### config.mk
export PLATFORM = sky130hd
export DESIGN_NAME = cswc_top
export DESIGN_NICKNAME = d
export VERILOG_FILES = /design/src/hdl/cswc_pkg.sv /design/src/hdl/cswc_top.sv /design/src/hdl/cswc_div2.sv
export VERILOG_INCLUDE_DIRS = /design/src /design/src/hdl
export SDC_FILE = /design/constraint.sdc
export NUM_CORES = 1
export LEC_CHECK = 0
export ABC_AREA = 1
export ABC_CLOCK_PERIOD_IN_PS = 3600
export BUFFER_PORTS_ARGS = -buffer_cell sky130_fd_sc_hd__buf_2
export CAP_MARGIN = 10
export CORE_UTILIZATION = 40
export DETAILED_ROUTE_END_ITERATION = 6
export PLACE_DENSITY = 0.64
export SYNTH_ARGS = -nofsm -noshare
export SYNTH_HDL_FRONTEND = slang
export SYNTH_SLANG_ARGS = --single-unit
### constraint.sdc
create_clock -name mclk -period 3.6 [get_ports mclk]
set_clock_uncertainty 0.15 [all_clocks]
set_input_delay 0.36 -clock mclk [delete_from_list [all_inputs] [get_ports mclk]]
set_output_delay 0.36 -clock mclk [all_outputs]
set_load 0.03 [all_outputs]
### src/hdl/cswc_defines.svh
`ifndef CSWC_DEFINES_SVH
`define CSWC_DEFINES_SVH

// Watchdog width and preset loaded on stop
`define CSWC_WDT_W 12
`define CSWC_WDT_PRESET 12'hfff
`define CSWC_WDT_MSB 11
// Prescaler ratios of the two watchdog sources; the fast compare at 5'h10 divides by 17
`define CSWC_DIV_FAST 16
`define CSWC_DIV_SLOW 32
`define CSWC_DIV_FAST_W 5'h10
`define CSWC_DIV_SLOW_W 5'h1f
// Wake source vector layout
`define CSWC_WAKE_W 6
`define CSWC_WAKE_EXTERNAL_INTERRUPT_LINE_0 0
`define CSWC_WAKE_EXTERNAL_INTERRUPT_LINE_1 1
`define CSWC_WAKE_EXTERNAL_INTERRUPT_LINE_2 2
`define CSWC_WAKE_SER_EXT 3
`define CSWC_WAKE_TMR_EVT 4
`define CSWC_WAKE_OTHER 5

`endif

### src/hdl/cswc_pkg.sv
package cswc_pkg;
  typedef enum logic [1:0] {
    cswc_run,
    cswc_wait,
    cswc_stop,
    cswc_settle
  } cswc_state_e;
endpackage

### src/hdl/cswc_top.sv
`timescale 1ns/1ps
`include "cswc_defines.svh"
//
// Summary of operation
// - Core clock is oscillator divided by two
// - Bus cycle is core clock divided by two
// - Stop halts oscillator, presets watchdog, selects f32
// - Source returns to select flag on MSB zero
// - Wake restarts oscillator, core waits watchdog MSB
// - Wait holds core low, oscillator keeps running
// - Stop works only when option is fitted
// - Stop wakes on limited set; wait on any
// - A wake interrupt or hardware reset ends stop or wait
// - Watchdog MSB clear raises interrupt, restores clock
//
module cswc_top
  import cswc_pkg::*;
#(
  parameter bit STOP_OPTION = 1'b1
) (
  // Clock and reset
  input wire logic mclk,
  input wire logic rst_b,
  // Instruction decode
  input wire logic halt_oscillator_instruction,
  input wire logic idle_clock_instruction,
  // Wake requests, already gated by their enables
  input wire logic external_interrupt_line_0,
  input wire logic external_interrupt_line_1,
  input wire logic external_interrupt_line_2,
  input wire logic serial_ext_clock_irq,
  input wire logic timer_event_mode_irq,
  input wire logic other_hw_irq,
  // Watchdog control
  input wire logic wdt_freq_select,
  input wire logic wdt_restart,
  // Clocks and status
  output logic osc_enable,
  output logic core_clk,
  output logic bus_clk,
  output logic wdt_irq,
  output logic [`CSWC_WDT_W-1:0] wdt_count,
  output logic wdt_on_f32,
  output logic [1:0] power_state
);

  //////////////////////////////////////////////////////////////////////////
  // State and decode
  cswc_state_e state;
  cswc_state_e next_state;
  logic [4:0] presc;
  logic core_phase;
  logic [`CSWC_WAKE_W-1:0] wake;
  wire stop_go = halt_oscillator_instruction && STOP_OPTION;
  wire stop_entry;
  wire stop_wake;
  wire any_wake;
  wire msb_zero = ~wdt_count[`CSWC_WDT_MSB];
  wire [4:0] presc_top;
  wire tick;
  wire clk_run;
  wire [`CSWC_WDT_W-1:0] next_wdt;

  assign wake = {other_hw_irq, timer_event_mode_irq, serial_ext_clock_irq,
                 external_interrupt_line_2, external_interrupt_line_1,
                 external_interrupt_line_0};

  function automatic logic stop_wakeable(
    input logic [`CSWC_WAKE_W-1:0] w);
    stop_wakeable = w[`CSWC_WAKE_EXTERNAL_INTERRUPT_LINE_0] | w[`CSWC_WAKE_EXTERNAL_INTERRUPT_LINE_1] |
                    w[`CSWC_WAKE_EXTERNAL_INTERRUPT_LINE_2] | w[`CSWC_WAKE_SER_EXT] |
                    w[`CSWC_WAKE_TMR_EVT];
  endfunction

  assign stop_wake = stop_wakeable(wake);
  assign any_wake = |wake;
  assign stop_entry = (state == cswc_run) && stop_go;

  //////////////////////////////////////////////////////////////////////////
  // Power state sequencing
  always_comb begin
    next_state = state;
    case (state)
      cswc_run: begin
        if (stop_go) begin
          next_state = cswc_stop;
        end else if (idle_clock_instruction) begin
          next_state = cswc_wait;
        end
      end
      cswc_wait: begin
        if (any_wake) begin
          next_state = cswc_run;
        end
      end
      cswc_stop: begin
        if (stop_wake) begin
          next_state = cswc_settle;
        end
      end
      cswc_settle: begin
        // Oscillator is up but unsettled; core stays gated till MSB clears
        if (msb_zero) begin
          next_state = cswc_run;
        end
      end
      default: next_state = cswc_run;
    endcase
  end

  // Asynchronous reset is the only exit besides interrupts
  always_ff @(posedge mclk or negedge rst_b) begin
    if (!rst_b) begin
      state <= cswc_run;
    end else begin
      state <= next_state;
    end
  end

  //////////////////////////////////////////////////////////////////////////
  // Watchdog prescaler and counter
  assign presc_top = wdt_on_f32 ? `CSWC_DIV_SLOW_W : `CSWC_DIV_FAST_W;
  // No ticks while the oscillator is off, so the count holds in stop
  assign tick = (presc == presc_top) && osc_enable;
  assign next_wdt = wdt_count - `CSWC_WDT_W'(1);

  always_ff @(posedge mclk or negedge rst_b) begin
    if (!rst_b) begin
      presc <= 5'h00;
    end else if (stop_entry) begin
      presc <= 5'h00;
    end else if (osc_enable) begin
      presc <= tick ? 5'h00 : presc + 5'h01;
    end
  end

  always_ff @(posedge mclk or negedge rst_b) begin
    if (!rst_b) begin
      wdt_count <= `CSWC_WDT_PRESET;
    end else if (stop_entry) begin
      wdt_count <= `CSWC_WDT_PRESET;
    end else if (wdt_restart && state == cswc_run) begin
      wdt_count <= `CSWC_WDT_PRESET;
    end else if (tick && state != cswc_stop) begin
      wdt_count <= next_wdt;
    end
  end

  always_ff @(posedge mclk or negedge rst_b) begin
    if (!rst_b) begin
      wdt_on_f32 <= 1'b0;
    end else if (stop_entry) begin
      wdt_on_f32 <= 1'b1;
    end else if (msb_zero) begin
      wdt_on_f32 <= wdt_freq_select;
    end else if (state == cswc_run) begin
      wdt_on_f32 <= wdt_freq_select;
    end
  end

  // One pulse as the MSB falls
  logic msb_prev;
  always_ff @(posedge mclk or negedge rst_b) begin
    if (!rst_b) begin
      msb_prev <= 1'b1;
    end else begin
      msb_prev <= wdt_count[`CSWC_WDT_MSB];
    end
  end

  always_ff @(posedge mclk or negedge rst_b) begin
    if (!rst_b) begin
      wdt_irq <= 1'b0;
    end else begin
      wdt_irq <= msb_prev & msb_zero;
    end
  end

  //////////////////////////////////////////////////////////////////////////
  // Oscillator and clock outputs
  always_ff @(posedge mclk or negedge rst_b) begin
    if (!rst_b) begin
      osc_enable <= 1'b1;
    end else begin
      osc_enable <= (next_state != cswc_stop);
    end
  end

  always_ff @(posedge mclk or negedge rst_b) begin
    if (!rst_b) begin
      power_state <= 2'h0;
    end else begin
      power_state <= next_state;
    end
  end

  assign clk_run = (next_state == cswc_run);

  cswc_div2 u_core_div (
    .mclk(mclk),
    .rst_b(rst_b),
    .run(clk_run),
    .q(core_clk)
  );

  // Bus phase advances on each core falling edge
  always_ff @(posedge mclk or negedge rst_b) begin
    if (!rst_b) begin
      core_phase <= 1'b0;
      bus_clk <= 1'b0;
    end else begin
      core_phase <= core_clk;
      if (core_phase && !core_clk) begin
        bus_clk <= ~bus_clk;
      end
    end
  end

endmodule

### src/hdl/cswc_div2.sv
`timescale 1ns/1ps
// Divide-by-two toggle stage, gated low while halted.
module cswc_div2 (
  // Clock and reset
  input wire logic mclk,
  input wire logic rst_b,
  // Control
  input wire logic run,
  // Output
  output logic q
);
  always_ff @(posedge mclk or negedge rst_b) begin
    if (!rst_b) begin
      q <= 1'b0;
    end else begin
      q <= run ? ~q : 1'b0;
    end
  end
endmodule

# Word level (Yosys, flattened, before mapping)
# Cells that the tools add are included.
[word_totals]
ff_bits = 26
inputBits = 12
elab_cells = 55
[classes]
add_sub_neg = 2
eq_ne = 7
mux = 17
bitwise_logic = 8
n_reduce_logical = 11
[ops]
columns = ["operator", "n"]
rows = [
  ["12-bit two-way mux", 3],
  ["5-bit two-way mux", 3],
  ["12-bit by 1-bit subtractor with 12-bit output (second input constant)", 1],
  ["2-bit two-way mux", 5],
  ["2-bit case mux with 4 select lines", 1],
  ["6-bit OR reduction", 1],
  ["5-bit by 1-bit adder with 5-bit output (second input constant)", 1],
  ["5-bit equality test", 1],
  ["1-bit logical AND", 5],
  ["2-bit equality test (second input constant)", 2],
  ["2-bit logical NOT", 2],
  ["1-bit two-way mux", 4],
  ["4-bit two-way mux", 1],
  ["2-bit != test (second input constant)", 2],
  ["1-bit OR", 4],
  ["3-bit by 1-bit != test with 1-bit output (second input constant)", 1],
  ["1-bit inverter", 3],
  ["3-bit nonzero test", 1],
  ["2-bit by 1-bit equality test with 1-bit output (second input constant)", 1],
  ["2-bit nonzero test", 1],
  ["1-bit AND", 1],
  ["1-bit logical NOT", 1],
]

# Longest topological paths before layout
# Gate-level depths: netlist (run 1).
[depth]
word_depth = 8
depth_mapped = 9
depth_no_buf = 9

# Cells and area by module
# A second synthesis (run 1) with hierarchy kept.
[unflattened]
hier_cells = 196
area_unflattened_um2 = 1534.0
[by_module_without_submodules]
columns = ["mod", "n_inst", "cells_each", "area_per_inst_um2", "seq_area_each_um2"]
rows = [
  ["cswc_top", 1, 193, 1498.9, 643.1],
  ["cswc_div2", 1, 3, 35.0, 25.0],
]

# Worst setup path before layout (run 1)
# Ideal clock, no wire load.
[synth_path]
kind = "register to register"
from = "reg wdt_count[0]"
to = "reg wdt_count[10]"
setup_time_ns = 0.061
t_arrival_ns = 1.396
required_time_ns = 3.389
slack_ns = 1.993
path_stages_with_launch = 10
n_path_buf = 0
period_less_slack_ns = 1.607
cell_sequence = "dfstp_2 > inv_1 > ha_1 > nand2_1 > nor2_1 > nand3_1 > nand2_1 > nand3_1 > nand2_1 > nand2_1"
[synth_between]
elab_chain_cells = 4
[synth_rtl]
columns = ["element", "line", "source"]
rows = [
  ["start: declaration", "cswc_top.sv:42", "output logic [`CSWC_WDT_W-1:0] wdt_count,"],
  ["start signal: assignment", "cswc_top.sv:139", "wdt_count <= `CSWC_WDT_PRESET;"],
  ["start signal: assignment", "cswc_top.sv:141", "wdt_count <= `CSWC_WDT_PRESET;"],
  ["start signal: assignment", "cswc_top.sv:143", "wdt_count <= `CSWC_WDT_PRESET;"],
  ["12-bit by 1-bit subtractor with 12-bit output", "cswc_top.sv:125", "assign next_wdt = wdt_count - `CSWC_WDT_W'(1);"],
  ["12-bit two-way mux", "cswc_top.sv:144", "end else if (tick && state != cswc_stop) begin"],
  ["12-bit two-way mux", "cswc_top.sv:142", "end else if (wdt_restart && state == cswc_run) begin"],
  ["12-bit two-way mux", "cswc_top.sv:140", "end else if (stop_entry) begin"],
]
# Every way passes these cells. The select of a mux whose other input is x is not followed.
# A chain may end at the register's enable or synchronous reset.

==> report_table.html, run 1 <==
<table>
<tr><th>Metric</th><th>Value</th></tr>
<tr><th colspan="2">Worst setup path</th></tr>
<tr><td>Reg2Reg Setup Slack</td><td>1880 ps</td></tr>
<tr><td>Required time at the worst-slack endpoint</td><td>3610 ps</td></tr>
<tr><td>Reg-to-reg critical path startpoint</td><td>power_state[0]</td></tr>
<tr><td>Worst setup path endpoint</td><td>presc[2]</td></tr>
<tr><td>Largest stage delay, worst path</td><td>430 ps</td></tr>
<tr><td>Element type at the critical path start</td><td>flop</td></tr>
<tr><td>Critical path fanouts, max</td><td>12</td></tr>
<tr><td>Kind of critical path</td><td>flop to flop</td></tr>
<tr><td>Worst r2r dst</td><td>presc[2]</td></tr>
<tr><td>Critical Path Most Common Cell</td><td>sky130_fd_sc_hd__nand2_1</td></tr>
<tr><td>Register-to-Register Path Depth</td><td>6</td></tr>
<tr><td>Launching element of the worst setup path</td><td>power_state[0]</td></tr>
<tr><td>Slowest CP cell</td><td>sky130_fd_sc_hd__dfrtp_1</td></tr>
<tr><td>Kind of capture point of the worst setup path</td><td>flop</td></tr>
<tr><td>Arrival time worst endpoint</td><td>1730 ps</td></tr>
<tr><td>Cells along the critical path</td><td>nor2_2 -&gt; nand2_1 -&gt; nand2_1 -&gt; nand2_1 -&gt; xor2_1 -&gt; nor2_1</td></tr>
<tr><th colspan="2">Power and ir drop</th></tr>
<tr><td>Worst voltage drop across the vdd grid</td><td>0.000141 V</td></tr>
<tr><td>Leakage power</td><td>0.836 nW</td></tr>
<tr><td>Power after layout</td><td>0.473 mW</td></tr>
<tr><td>Power density relative to cell area</td><td>274 nW/um2</td></tr>
<tr><th colspan="2">Logic synthesis</th></tr>
<tr><td>Register area share after synthesis</td><td>0.453</td></tr>
<tr><td>Syn Nets</td><td>207</td></tr>
<tr><td>Warning count from the yosys run</td><td>0</td></tr>
<tr><td>Leading cell types by count after synthesis</td><td>sky130_fd_sc_hd__nand2_1 (54), sky130_fd_sc_hd__nand3_1 (27), sky130_fd_sc_hd__nor2_1 (21)</td></tr>
<tr><td>Largest cells by area after synthesis</td><td>sky130_fd_sc_hd__dfstp_2 (25%), sky130_fd_sc_hd__dfrtp_1 (20%), sky130_fd_sc_hd__nand2_1 (14%)</td></tr>
<tr><td>Dominant cell type by area after synthesis</td><td>sky130_fd_sc_hd__dfstp_2</td></tr>
<tr><td>Fraction of synthesis flops using an asynchronous set or reset pin</td><td>1.00</td></tr>
<tr><td>Avg Synthesized Cell Area</td><td>7.64 um2</td></tr>
<tr><td>Dominant synthesized flop cell</td><td>sky130_fd_sc_hd__dfstp_2</td></tr>
<tr><td>Netlist cell types</td><td>25</td></tr>
<tr><td>Fraction of post-synthesis cell area in the top cell type by area</td><td>0.249</td></tr>
<tr><td>Count of flip-flops with a built-in enable after synthesis</td><td>0</td></tr>
<tr><td>Most repeated cell in the gate-level netlist after synthesis</td><td>sky130_fd_sc_hd__nand2_1</td></tr>
<tr><td>Area of the mapped netlist</td><td>1480 um2</td></tr>
<tr><td>Post-synthesis instance total</td><td>193</td></tr>
<tr><td>Flop and latch count out of synthesis</td><td>26</td></tr>
<tr><th colspan="2">STA</th></tr>
<tr><td>Hold violation total from the final report</td><td>0</td></tr>
<tr><td>Slew Limit Fails</td><td>0</td></tr>
<tr><td>Tightest Pin Transition</td><td>623 ps</td></tr>
<tr><td>Worst slew margin</td><td>0.585</td></tr>
<tr><td>Final hold slack</td><td>209 ps</td></tr>
<tr><td>Post-layout worst setup margin</td><td>1880 ps</td></tr>
<tr><td>Clock period minus final worst setup slack</td><td>1720 ps</td></tr>
<tr><td>RSZ-0062 raised after global routing</td><td>false</td></tr>
<tr><td>Fmax achieved</td><td>0.582 GHz</td></tr>
<tr><td>Total of endpoints with negative setup slack in the final report</td><td>0</td></tr>
<tr><td>Share of the clock period used by the worst path</td><td>0.478</td></tr>
<tr><td>Setup tns final</td><td>0 ps</td></tr>
<tr><th colspan="2">Placement</th></tr>
<tr><td>Count of placed standard cells including taps</td><td>266</td></tr>
<tr><td>Placer's final routability congestion estimate</td><td>0.838</td></tr>
<tr><td>Final HPWL from detailed placement</td><td>2.28 mm</td></tr>
<tr><td>Count of buffers from port buffering</td><td>30</td></tr>
<tr><td>Minimum setup slack after placement</td><td>1880 ps</td></tr>
<tr><td>Standard cell area after detailed placement</td><td>1670 um2</td></tr>
<tr><th colspan="2">Detailed routing</th></tr>
<tr><td>Post-route ant nets</td><td>0</td></tr>
<tr><td>First-pass iteration count of the detailed router</td><td>4</td></tr>
<tr><td>Remaining DRCs</td><td>0</td></tr>
<tr><td>Sum of routed wire length over all layers</td><td>3.04 mm</td></tr>
<tr><td>Starting DRT DRC Count</td><td>83</td></tr>
<tr><td>Routed wire length per instance</td><td>11.2 um</td></tr>
<tr><td>Via total after detailed routing</td><td>1329</td></tr>
<tr><td>Mean number of vias per cell</td><td>4.90</td></tr>
<tr><th colspan="2">Final layout</th></tr>
<tr><td>Diode insertion count for antenna repair</td><td>0</td></tr>
<tr><td>Post-Layout Cell Count</td><td>271</td></tr>
<tr><td>Final cell area excluding filler cells</td><td>1720 um2</td></tr>
<tr><td>Net count of the finished layout</td><td>240</td></tr>
<tr><td>Post-layout util</td><td>0.501</td></tr>
<tr><td>Fraction of layout cells with a size suffix above 1</td><td>0.253</td></tr>
<tr><td>Layout overhead on the synthesized area</td><td>16.9%</td></tr>
<tr><th colspan="2">GRT</th></tr>
<tr><td>Remaining global-route overflow</td><td>0</td></tr>
<tr><td>Total routing usage reported by global routing</td><td>0.164</td></tr>
<tr><td>First-pass GRT wire length</td><td>5.15 mm</td></tr>
<tr><td>Largest net degree at the start of global routing</td><td>27</td></tr>
<tr><td>Antenna violations before repair</td><td>0</td></tr>
<tr><td>Via count of the first global-routing pass</td><td>1153</td></tr>
<tr><th colspan="2">Clocking</th></tr>
<tr><td>Number of sinks driven by the clock tree</td><td>26</td></tr>
<tr><td>Clock-pin transition on the worst setup and hold timing paths</td><td>90 ps</td></tr>
<tr><td>TritonCTS clock tree</td><td>built</td></tr>
<tr><td>Clock latency on the worst-skew pair</td><td>260 ps</td></tr>
<tr><td>Maximum level of the CTS H-tree</td><td>1</td></tr>
<tr><td>Cell at the root of the clock tree</td><td>sky130_fd_sc_hd__clkbuf_8</td></tr>
<tr><td>Gates resized, CTS repair</td><td>0</td></tr>
<tr><td>CTS Buffer Depth</td><td>2</td></tr>
<tr><td>Buffers inserted during post-CTS setup optimization</td><td>0</td></tr>
<tr><td>CTS buffer count</td><td>3</td></tr>
<tr><td>Post-cts hold buffer count</td><td>1</td></tr>
<tr><th colspan="2">Min path</th></tr>
<tr><td>Worst hold path type</td><td>input pin to flop</td></tr>
<tr><th colspan="2">Floorplan</th></tr>
<tr><td>Count of boundary I/O pins</td><td>31</td></tr>
<tr><td>Die footprint</td><td>3940 um2</td></tr>
<tr><td>Standard-cell rows</td><td>21</td></tr>
<tr><td>Initial standard-cell utilization of the core</td><td>0.429</td></tr>
<tr><td>Vertical extent of the die</td><td>62.7 um</td></tr>
<tr><td>Die W</td><td>62.7 um</td></tr>
<tr><td>CORE AREA</td><td>3440 um2</td></tr>
<tr><th colspan="2">Flow run</th></tr>
<tr><td>Max-cap violations</td><td>0</td></tr>
<tr><th colspan="2">Run status</th></tr>
<tr><td>Result of the run</td><td>completed</td></tr>
</table>
## sequential cells by signal, indices dropped and copies added, names as in the netlist
name,flops
presc,5
u_core_div.q,1
power_state,2
osc_enable,1
wdt_count,12
msb_prev,1
core_phase,1
bus_clk,1
wdt_on_f32,1
wdt_irq,1
## final cells by class
| cell class | count | area (um2) |
|---|---|---|
| multi-input combinational | 142 | 711 |
| inverter | 22 | 82.6 |
| timing repair buffer | 31 | 160 |
| tap | 46 | 57.6 |
| sequential | 26 | 668 |
| clock buffer | 4 | 45.0 |
| fill | 343 | 1720 |
## report_power, final
part	switching [mW]	total (mW)	leakage (nW)	internal (mW)
Clock	0.0872	0.166	0.0228	0.0790
Sequential	0	0.293	0.290	0.293
Combinational	0.00850	0.0139	0.524	0.00539
## kinds of logic (layout without fill, tap and decap cells)
family | after synthesis | in the layout | synth area share
compound gates | 11 | 11 | 0.0441
xor+xnor | 4 | 4 | 0.0238
fa+ha+maj | 2 | 2 | 0.0170
buf+inv | 25 | 57 | 0.0653
flops | 26 | 26 | 0.453
simple gates | 125 | 125 | 0.397
## cells in the final DEF (no fill, tap or decap), types with 2 or more instances in the layout
master | netlist | layout
sky130_fd_sc_hd__buf_2 | 2 | 30
sky130_fd_sc_hd__clkbuf_8 | 0 | 3
sky130_fd_sc_hd__dfrtp_1 | 12 | 12
sky130_fd_sc_hd__dfstp_2 | 14 | 14
sky130_fd_sc_hd__ha_1 | 2 | 2
sky130_fd_sc_hd__inv_1 | 20 | 20
sky130_fd_sc_hd__inv_2 | 2 | 2
sky130_fd_sc_hd__nand2_1 | 54 | 54
sky130_fd_sc_hd__nand2_4 | 2 | 2
sky130_fd_sc_hd__nand3_1 | 27 | 27
sky130_fd_sc_hd__nand3b_1 | 2 | 2
sky130_fd_sc_hd__nand4_1 | 13 | 13
sky130_fd_sc_hd__nor2_1 | 21 | 21
sky130_fd_sc_hd__nor2_2 | 3 | 3
sky130_fd_sc_hd__o21ai_0 | 5 | 5
sky130_fd_sc_hd__o21ai_1 | 2 | 2
sky130_fd_sc_hd__xor2_1 | 3 | 3
## worst max-delay path: cells and delay by family (launching register included)
family           cells  cell delay (ps)
AND/OR/NAND/NOR      5              900
flip-flops           1              430
XOR/XNOR             1              130
## metal layers
| metal | part of all wire | global-route usage | up-vias |
|---|---|---|---|
| li1 | - | - | 695 |
| met5 | 0 | 0 | - |
| met4 | 0.011 | 0.0436 | 0 |
| met2 | 0.45 | 0.272 | 23 |
| met3 | 0.027 | 0.0219 | 2 |
| met1 | 0.51 | 0.224 | 609 |
## worst min path at each step
stage               startpoint          to  slack (ps)  cells after the start
2_1_floorplan            rst_b     bus_clk         -90                      0
3_3_place_gp             rst_b     wdt_irq         240                      1
3_5_place_dp             rst_b     wdt_irq         240                      1
4_1_cts        wdt_freq_select  wdt_on_f32         210                      3
5_1_grt        wdt_freq_select  wdt_on_f32         200                      3
6_report       wdt_freq_select  wdt_on_f32         210                      3
No activity file was read; power rests on OpenSTA's default activity.
==> run 2: changes to the inputs <==
--- a/config.mk
+++ b/config.mk
@@ -7,12 +7,12 @@
 export NUM_CORES = 1
 export LEC_CHECK = 0
 export ABC_AREA = 1
-export ABC_CLOCK_PERIOD_IN_PS = 3600
+export ABC_CLOCK_PERIOD_IN_PS = 1400
 export BUFFER_PORTS_ARGS = -buffer_cell sky130_fd_sc_hd__buf_2
 export CAP_MARGIN = 10
 export CORE_UTILIZATION = 40
 export DETAILED_ROUTE_END_ITERATION = 6
-export PLACE_DENSITY = 0.64
+export PLACE_DENSITY = 0.67
 export SYNTH_ARGS = -nofsm -noshare
 export SYNTH_HDL_FRONTEND = slang
 export SYNTH_SLANG_ARGS = --single-unit
==> constraint.sdc (replaced) <==
create_clock -name mclk -period 1.4 [get_ports mclk]
set_clock_uncertainty 0.15 [all_clocks]
set_input_delay 0.14 -clock mclk [delete_from_list [all_inputs] [get_ports mclk]]
set_output_delay 0.14 -clock mclk [all_outputs]
set_load 0.03 [all_outputs]
==> run 2 against run 1 <==
  * Critical path depth grew 3
  * Combinational power grew to 2.7 times the previous value
  * Largest cell class unchanged
  * Sequential share of layout area shrank 5.8 points
  * Largest power group unchanged
  * Setup slack lost 2000 ps
  * Clock-buffer cell count is the same
  * Design area grew 18%
  * Fmax grew 15%
  * Cell count grew 8.5%
  * Register-to-register slack lost 2000 ps
  * The run now ends with setup timing left
  * Wire length grew 17%
  * Sequential power grew to 2.6 times the previous value
  * Global-route usage grew 3.1 points
==> report_table.html, run 2 (synthesis gave the netlist of run 1 again) <==
<table>
<tr><th>Metric</th><th>Value</th></tr>
<tr><th colspan="2">Placement</th></tr>
<tr><td>Count of buffers from port buffering</td><td>30 (unchanged)</td></tr>
<tr><td>Standard cell area after detailed placement</td><td>1820 um2 (+9.1%)</td></tr>
<tr><td>Placer's final routability congestion estimate</td><td>0.825 (-1.6%)</td></tr>
<tr><td>Final HPWL from detailed placement</td><td>2.56 mm (+12%)</td></tr>
<tr><td>Minimum setup slack after placement</td><td>-39.2 ps (-1920 ps)</td></tr>
<tr><th colspan="2">STA</th></tr>
<tr><td>Slew Limit Fails</td><td>0 (unchanged)</td></tr>
<tr><td>Fmax achieved</td><td>0.669 GHz (+15%)</td></tr>
<tr><td>RSZ-0062 raised after global routing</td><td>true</td></tr>
<tr><td>Share of the clock period used by the worst path</td><td>1.07 (+0.590)</td></tr>
<tr><td>Clock period minus final worst setup slack</td><td>1500 ps (-224 ps)</td></tr>
<tr><td>Final hold slack</td><td>15.5 ps (-194 ps)</td></tr>
<tr><td>Total of endpoints with negative setup slack in the final report</td><td>13 (+13)</td></tr>
<tr><td>Setup tns final</td><td>-664 ps (-664 ps)</td></tr>
<tr><td>Hold violation total from the final report</td><td>0 (unchanged)</td></tr>
<tr><td>Post-layout worst setup margin</td><td>-95.2 ps (-1980 ps)</td></tr>
<tr><td>Tightest Pin Transition</td><td>657 ps (+34.4 ps)</td></tr>
<tr><td>Worst slew margin</td><td>0.562 (-0.0230)</td></tr>
<tr><th colspan="2">Floorplan</th></tr>
<tr><td>Die footprint</td><td>3940 um2 (unchanged)</td></tr>
<tr><td>Count of boundary I/O pins</td><td>31 (unchanged)</td></tr>
<tr><td>CORE AREA</td><td>3440 um2 (unchanged)</td></tr>
<tr><td>Standard-cell rows</td><td>21 (unchanged)</td></tr>
<tr><td>Die W</td><td>62.7 um (unchanged)</td></tr>
<tr><td>Initial standard-cell utilization of the core</td><td>0.429 (unchanged)</td></tr>
<tr><td>Vertical extent of the die</td><td>62.7 um (unchanged)</td></tr>
<tr><th colspan="2">Power and ir drop</th></tr>
<tr><td>Power density relative to cell area</td><td>636 nW/um2 (+130%)</td></tr>
<tr><td>Worst voltage drop across the vdd grid</td><td>0.000327 V (+130%)</td></tr>
<tr><td>Leakage power</td><td>1.01 nW (+21%)</td></tr>
<tr><td>Power after layout</td><td>1.29 mW (+170%)</td></tr>
<tr><th colspan="2">Clocking</th></tr>
<tr><td>Maximum level of the CTS H-tree</td><td>1 (unchanged)</td></tr>
<tr><td>Number of sinks driven by the clock tree</td><td>26 (unchanged)</td></tr>
<tr><td>CTS buffer count</td><td>3 (unchanged)</td></tr>
<tr><td>CTS Buffer Depth</td><td>2 (unchanged)</td></tr>
<tr><td>Clock latency on the worst-skew pair</td><td>280 ps (+20 ps)</td></tr>
<tr><td>Cell at the root of the clock tree</td><td>sky130_fd_sc_hd__clkbuf_8</td></tr>
<tr><td>TritonCTS clock tree</td><td>built</td></tr>
<tr><td>Clock-pin transition on the worst setup and hold timing paths</td><td>90 ps (about the same)</td></tr>
<tr><th colspan="2">Final layout</th></tr>
<tr><td>Fraction of layout cells with a size suffix above 1</td><td>0.387 (+0.134)</td></tr>
<tr><td>Number of flip-flops under the largest register name</td><td>12 (unchanged)</td></tr>
<tr><td>Commonest cells after routing, fill and taps aside</td><td>sky130_fd_sc_hd__nand2_1 (50), sky130_fd_sc_hd__nand3_1 (23), sky130_fd_sc_hd__buf_4 (22)</td></tr>
<tr><td>Diode insertion count for antenna repair</td><td>0 (unchanged)</td></tr>
<tr><td>Final cell area excluding filler cells</td><td>2030 um2 (+18%)</td></tr>
<tr><td>Top Registers</td><td>wdt_count: 12 flops, presc: 5 flops, power_state: 2 flops</td></tr>
<tr><td>Most flops, register</td><td>wdt_count</td></tr>
<tr><td>Layout overhead on the synthesized area</td><td>37.8%</td></tr>
<tr><td>Most common cell after layout, fill and taps aside</td><td>sky130_fd_sc_hd__nand2_1</td></tr>
<tr><td>Number of filler cells placed in the layout</td><td>310 (-9.6%)</td></tr>
<tr><td>Net count of the finished layout</td><td>263 (+9.6%)</td></tr>
<tr><th colspan="2">Detailed routing</th></tr>
<tr><td>Via total after detailed routing</td><td>1502 (+13%)</td></tr>
<tr><td>Remaining DRCs</td><td>0 (unchanged)</td></tr>
<tr><td>Starting DRT DRC Count</td><td>75 (-9.6%)</td></tr>
<tr><td>Routed wire length per instance</td><td>12.1 um (+7.9%)</td></tr>
<tr><td>First-pass iteration count of the detailed router</td><td>4 (unchanged)</td></tr>
<tr><td>Mean number of vias per cell</td><td>5.11 (+4.2%)</td></tr>
<tr><td>Sum of routed wire length over all layers</td><td>3.56 mm (+17%)</td></tr>
<tr><td>Post-route ant nets</td><td>0 (unchanged)</td></tr>
<tr><th colspan="2">Worst setup path</th></tr>
<tr><td>Critical path fanouts, max</td><td>5 (-7)</td></tr>
<tr><td>Required time at the worst-slack endpoint</td><td>1440 ps (-2170 ps)</td></tr>
<tr><td>Kind of capture point of the worst setup path</td><td>flop</td></tr>
<tr><td>Arrival time worst endpoint</td><td>1530 ps (-200 ps)</td></tr>
<tr><td>Element type at the critical path start</td><td>flop</td></tr>
<tr><td>Kind of critical path</td><td>flop to flop</td></tr>
<tr><th colspan="2">Min path</th></tr>
<tr><td>Worst hold path type</td><td>input pin to flop</td></tr>
<tr><th colspan="2">Run status</th></tr>
<tr><td>Violated checks</td><td>setup timing</td></tr>
<tr><td>Result of the run</td><td>complete, but fails checks</td></tr>
<tr><th colspan="2">GRT</th></tr>
<tr><td>First-pass GRT wire length</td><td>5.92 mm (+15%)</td></tr>
<tr><td>Largest net degree at the start of global routing</td><td>27 (unchanged)</td></tr>
<tr><td>Remaining global-route overflow</td><td>0 (unchanged)</td></tr>
<tr><td>Antenna violations before repair</td><td>0 (unchanged)</td></tr>
<tr><td>Via count of the first global-routing pass</td><td>1351 (+17%)</td></tr>
<tr><td>Total routing usage reported by global routing</td><td>0.195 (+0.0310)</td></tr>
<tr><th colspan="2">Flow run</th></tr>
<tr><td>Max-cap violations</td><td>0 (unchanged)</td></tr>
</table>
## run 2: cell count changes in the layout (fill, tap and decap cells not counted), sizes merged
cell	change
buf	+21
clkbuf	+1
dlygate4sd3	+1
## run 2: area by class of cell
class                      count  area, um2  share of cell area
multi-input combinational    142        779               0.383
sequential                    26        671               0.330
inverter                      22       82.6              0.0406
clock buffer                   4       55.1              0.0271
timing repair buffer          54        388               0.191
tap                           46       57.6              0.0283
## run 2: report_power, final
group / internal, mW / leakage [nW] / switching (mW)
Clock: 0.252 / 0.0288 / 0.250
Combinational: 0.0156 / 0.690 / 0.0221
Sequential: 0.753 / 0.289 / 0
Total: 1.02 / 1.01 / 0.273
## run 2: worst paths after layout
check	from	endpoint	slack (ps)	cells past startpoint
hold reg to reg	u_core_div.q	core_phase	260	0
min in group asynchronous	rst_b	wdt_irq	230	2
hold / removal	idle_clock_instruction	osc_enable	20	3
setup / recovery	presc[3]	wdt_count[9]	-100	9
max in group asynchronous	rst_b	power_state[0]	440	2
setup reg to reg	presc[3]	wdt_count[9]	-100	9
## run 2: timing repair
item | CTS | global route
endpoints found under the hold margin | 13 | 0
gates resized for setup | 7 | 24
pin swaps | 1 | 7
cloned | 0 | 0
hold buffers | 2 | 0
setup buffers | 3 | 3
endpoints found under the setup margin | 15 | 26
## run 2: routing by layer
metal  vias up  GRT usage  share of wire
li1        742          -              -
met1       697      0.255           0.47
met2        55      0.303           0.46
met3         8     0.0383          0.047
met4         0      0.105          0.020
met5         -          0              0
## run 2: critical path: stages, from the launching register on
cell	delay, ps
sky130_fd_sc_hd__dfrtp_1	420
sky130_fd_sc_hd__nor2_2	120
sky130_fd_sc_hd__nand2_1	60
sky130_fd_sc_hd__nand2_1	70
sky130_fd_sc_hd__nand2_2	90
sky130_fd_sc_hd__nor2_8	170
sky130_fd_sc_hd__buf_6	140
sky130_fd_sc_hd__nand3_2	50
sky130_fd_sc_hd__nand2_1	70
sky130_fd_sc_hd__nand3_1	70
## run 2: through the flow
stage	utilization	cells
floorplan	-	193
global placement	0.529	282
detailed placement	0.529	282
CTS	0.563	291
global route	0.591	294
finish	0.591	294
==> run 3: changes to the inputs <==
--- a/config.mk
+++ b/config.mk
@@ -10,9 +10,10 @@
 export ABC_CLOCK_PERIOD_IN_PS = 1400
 export BUFFER_PORTS_ARGS = -buffer_cell sky130_fd_sc_hd__buf_2
 export CAP_MARGIN = 10
-export CORE_UTILIZATION = 40
+export CORE_UTILIZATION = 48
 export DETAILED_ROUTE_END_ITERATION = 6
-export PLACE_DENSITY = 0.67
+export PLACE_DENSITY = 0.77
+export RECOVER_POWER = 25
 export SYNTH_ARGS = -nofsm -noshare
 export SYNTH_HDL_FRONTEND = slang
 export SYNTH_SLANG_ARGS = --single-unit
==> run 3 against run 2 <==
  * The flow finishes with violations (DRC, setup timing)
  * Highest routed layer unchanged
  * Clock power decreased by 7.2%
  * Sequential power hardly changed
  * Global-route usage up 8.1 points
  * Setup slack got worse by 31 ps
  * Die area shrank 16%
  * Largest cell class unchanged
  * Power decreased by 1.2%
  * Cell count increased by 0.34%
  * Via count up 13%
  * Combinational power increased by 51%
  * Core utilization is 23 points higher
==> report_table.html, run 3 (synthesis gave the netlist of run 1 again) <==
<table>
<tr><th>Metric</th><th>Value</th></tr>
<tr><th colspan="2">Run status</th></tr>
<tr><td>Result of the run</td><td>complete, but fails checks</td></tr>
<tr><td>Violated checks</td><td>DRC, setup timing</td></tr>
<tr><th colspan="2">GRT</th></tr>
<tr><td>Routing usage on met2</td><td>0.475 (+0.172)</td></tr>
<tr><td>First-pass GRT wire length</td><td>7.00 mm (+18%)</td></tr>
<tr><td>Peak-usage layer in the global routing report</td><td>met2</td></tr>
<tr><td>Grt met1 use</td><td>0.348 (+0.0928)</td></tr>
<tr><td>Antenna violations before repair</td><td>0 (unchanged)</td></tr>
<tr><td>Total routing usage reported by global routing</td><td>0.276 (+0.0812)</td></tr>
<tr><td>Largest net degree at the start of global routing</td><td>27 (unchanged)</td></tr>
<tr><td>Remaining global-route overflow</td><td>0 (unchanged)</td></tr>
<tr><td>GR Util met3</td><td>0.0431 (+0.00476)</td></tr>
<tr><td>Via count of the first global-routing pass</td><td>1573 (+16%)</td></tr>
<tr><th colspan="2">Final layout</th></tr>
<tr><td>Post-layout util</td><td>0.821 (+0.230)</td></tr>
<tr><td>Number of flip-flops under the largest register name</td><td>12 (unchanged)</td></tr>
<tr><td>Top Registers</td><td>wdt_count: 12 flops, presc: 5 flops, power_state: 2 flops</td></tr>
<tr><td>Fraction of layout cells with a size suffix above 1</td><td>0.500 (+0.113)</td></tr>
<tr><td>Net count of the finished layout</td><td>279 (+6.1%)</td></tr>
<tr><td>Final cell area excluding filler cells</td><td>2320 um2 (+14%)</td></tr>
<tr><td>Layout overhead on the synthesized area</td><td>57.4%</td></tr>
<tr><td>Diode insertion count for antenna repair</td><td>0 (unchanged)</td></tr>
<tr><td>Most common cell after layout, fill and taps aside</td><td>sky130_fd_sc_hd__nand2_1</td></tr>
<tr><td>Most flops, register</td><td>wdt_count</td></tr>
<tr><td>Commonest cells after routing, fill and taps aside</td><td>sky130_fd_sc_hd__nand2_1 (39), sky130_fd_sc_hd__buf_4 (25), sky130_fd_sc_hd__nand3_1 (23)</td></tr>
<tr><td>Number of filler cells placed in the layout</td><td>167 (-46%)</td></tr>
<tr><td>Post-Layout Cell Count</td><td>295 (+0.34%)</td></tr>
<tr><th colspan="2">Worst setup path</th></tr>
<tr><td>Kind of capture point of the worst setup path</td><td>flop</td></tr>
<tr><td>Critical path fanouts, max</td><td>5 (unchanged)</td></tr>
<tr><td>Required time at the worst-slack endpoint</td><td>1530 ps (+90 ps)</td></tr>
<tr><td>Element type at the critical path start</td><td>flop</td></tr>
<tr><td>Kind of critical path</td><td>flop to flop</td></tr>
<tr><td>Arrival time worst endpoint</td><td>1660 ps (+130 ps)</td></tr>
<tr><th colspan="2">Placement</th></tr>
<tr><td>Placer's final routability congestion estimate</td><td>0.859 (+4.0%)</td></tr>
<tr><td>Count of buffers from port buffering</td><td>30 (unchanged)</td></tr>
<tr><td>Count of placed standard cells including taps</td><td>265 (-6.0%)</td></tr>
<tr><td>Final HPWL from detailed placement</td><td>2.61 mm (+2.1%)</td></tr>
<tr><td>Minimum setup slack after placement</td><td>-32.1 ps (+7.06 ps)</td></tr>
<tr><td>Standard cell area after detailed placement</td><td>1790 um2 (-1.9%)</td></tr>
<tr><th colspan="2">Power and ir drop</th></tr>
<tr><td>Power after layout</td><td>1.28 mW (-1.2%)</td></tr>
<tr><td>Power density relative to cell area</td><td>550 nW/um2 (-14%)</td></tr>
<tr><td>Switching portion of total power</td><td>0.216 (+0.00560)</td></tr>
<tr><td>Design internal power</td><td>1.00 mW (-1.9%)</td></tr>
<tr><td>Seq pwr share</td><td>0.590 (+0.008)</td></tr>
<tr><td>Worst voltage drop across the vdd grid</td><td>0.000503 V (+54%)</td></tr>
<tr><td>Combinational cell fraction of total power</td><td>0.044 (+0.015)</td></tr>
<tr><td>Leakage power</td><td>1.12 nW (+11%)</td></tr>
<tr><td>Clock share of power</td><td>0.365 (-0.024)</td></tr>
<tr><td>Switching power</td><td>0.276 mW (+1.4%)</td></tr>
<tr><th colspan="2">STA</th></tr>
<tr><td>Slew Limit Fails</td><td>0 (unchanged)</td></tr>
<tr><td>Fmax achieved</td><td>0.655 GHz (-2.0%)</td></tr>
<tr><td>Share of the clock period used by the worst path</td><td>1.09 (+0.0220)</td></tr>
<tr><td>Total of endpoints with negative setup slack in the final report</td><td>21 (+8)</td></tr>
<tr><td>Worst slew margin</td><td>0.465 (-0.0971)</td></tr>
<tr><td>Setup tns final</td><td>-1010 ps (-342 ps)</td></tr>
<tr><td>Tightest Pin Transition</td><td>803 ps (+146 ps)</td></tr>
<tr><td>Post-layout worst setup margin</td><td>-126 ps (-30.8 ps)</td></tr>
<tr><td>Final hold slack</td><td>33.5 ps (+18.0 ps)</td></tr>
<tr><td>Hold violation total from the final report</td><td>0 (unchanged)</td></tr>
<tr><td>RSZ-0062 raised after global routing</td><td>true</td></tr>
<tr><td>Clock period minus final worst setup slack</td><td>1530 ps (+30.8 ps)</td></tr>
<tr><th colspan="2">Floorplan</th></tr>
<tr><td>Die footprint</td><td>3300 um2 (-16%)</td></tr>
<tr><td>Standard-cell rows</td><td>19 (-9.5%)</td></tr>
<tr><td>Count of boundary I/O pins</td><td>31 (unchanged)</td></tr>
<tr><td>Die W</td><td>57.4 um (-8.4%)</td></tr>
<tr><td>Vertical extent of the die</td><td>57.4 um (-8.4%)</td></tr>
<tr><td>Initial standard-cell utilization of the core</td><td>0.521 (+0.0929)</td></tr>
<tr><td>CORE AREA</td><td>2830 um2 (-18%)</td></tr>
<tr><th colspan="2">Clocking</th></tr>
<tr><td>Clock latency on the worst-skew pair</td><td>330 ps (+50 ps)</td></tr>
<tr><td>Maximum level of the CTS H-tree</td><td>1 (unchanged)</td></tr>
<tr><td>TritonCTS clock tree</td><td>built</td></tr>
<tr><td>Number of sinks driven by the clock tree</td><td>26 (unchanged)</td></tr>
<tr><td>Cell at the root of the clock tree</td><td>sky130_fd_sc_hd__clkbuf_4</td></tr>
<tr><td>Clock-pin transition on the worst setup and hold timing paths</td><td>160 ps (+70 ps)</td></tr>
<tr><td>CTS Buffer Depth</td><td>2 (unchanged)</td></tr>
<tr><td>CTS buffer count</td><td>3 (unchanged)</td></tr>
<tr><th colspan="2">Detailed routing</th></tr>
<tr><td>Post-route ant nets</td><td>0 (unchanged)</td></tr>
<tr><td>Starting DRT DRC Count</td><td>130 (+73%)</td></tr>
<tr><td>Via total after detailed routing</td><td>1698 (+13%)</td></tr>
<tr><td>Mean number of vias per cell</td><td>5.76 (+13%)</td></tr>
<tr><td>Routed wire length per instance</td><td>16.2 um (+33%)</td></tr>
<tr><td>First-pass iteration count of the detailed router</td><td>7 (+3)</td></tr>
<tr><td>Sum of routed wire length over all layers</td><td>4.77 mm (+34%)</td></tr>
<tr><td>Remaining DRCs</td><td>2 (+2)</td></tr>
<tr><th colspan="2">Flow run</th></tr>
<tr><td>Max-cap violations</td><td>0 (unchanged)</td></tr>
<tr><th colspan="2">Min path</th></tr>
<tr><td>Worst hold path type</td><td>input pin to flop</td></tr>
</table>
[run 3: cell count changes in the layout (fill, tap and decap cells not counted), sizes merged]
| cell | change |
|---|---|
| buf | +7 |
| dlygate4sd3 | +7 |
| nand2 | +1 |
| nor2 | +1 |
[run 3: path summary, 6_finish.rpt]
| path | depth (start not counted) | endpoint | from | slack [ps] |
|---|---|---|---|---|
| max | 8 | wdt_count[4] | wdt_count[0] | -130 |
| max in group asynchronous | 2 | power_state[0] | rst_b | 440 |
| min in group asynchronous | 2 | presc[3] | rst_b | 200 |
| min | 4 | presc[1] | halt_oscillator_instruction | 30 |
| min reg2reg | 0 | core_phase | u_core_div.q | 290 |
| max reg2reg | 8 | wdt_count[4] | wdt_count[0] | -130 |
[run 3: metal layers]
metal  wire, um  share of wire
met1       1790           0.37
met3        345          0.072
met4        152          0.032
met2       2480           0.52
met5          0              0
[run 3: power by group through the flow]
stage                     combinational, mW  clock (mW)  sequential, mW
after floorplan                     0.00248           0           0.766
after global placement               0.0337           0           0.766
after detailed placement             0.0345           0           0.766
after CTS                            0.0533       0.467           0.754
after global routing                 0.0620       0.490           0.754
final                                0.0568       0.467           0.754
[run 3: final cells by class]
| type | instances | area, um2 | area share |
|---|---|---|---|
| repair buffers | 68 | 554 | 0.239 |
| flip-flops and latches | 26 | 671 | 0.289 |
| clock buffers | 4 | 47.5 | 0.0205 |
| inverters | 22 | 85.1 | 0.0366 |
| well taps | 31 | 38.8 | 0.0167 |
| multi-input cells | 144 | 926 | 0.399 |
[run 3: critical path, cell delays in order, from the launching register on]
cell and delay [ps]:
sky130_fd_sc_hd__dfstp_2 610, sky130_fd_sc_hd__inv_4 50, sky130_fd_sc_hd__ha_4 170, sky130_fd_sc_hd__nand2_4 90
sky130_fd_sc_hd__nor2_4 50, sky130_fd_sc_hd__inv_1 60, sky130_fd_sc_hd__nand4_1 130, sky130_fd_sc_hd__nand2_2 110
sky130_fd_sc_hd__nand2_1 60
[run 3: timing repair]
item                       in CTS  in global routing
buffers inserted                8                  7
pin swaps                       7                 20
gates cloned                    2                  0
hold endpoints to repair       16                  0
setup endpoints to repair      25                 32
resized for setup              35                 45
hold buffers                    9                  0
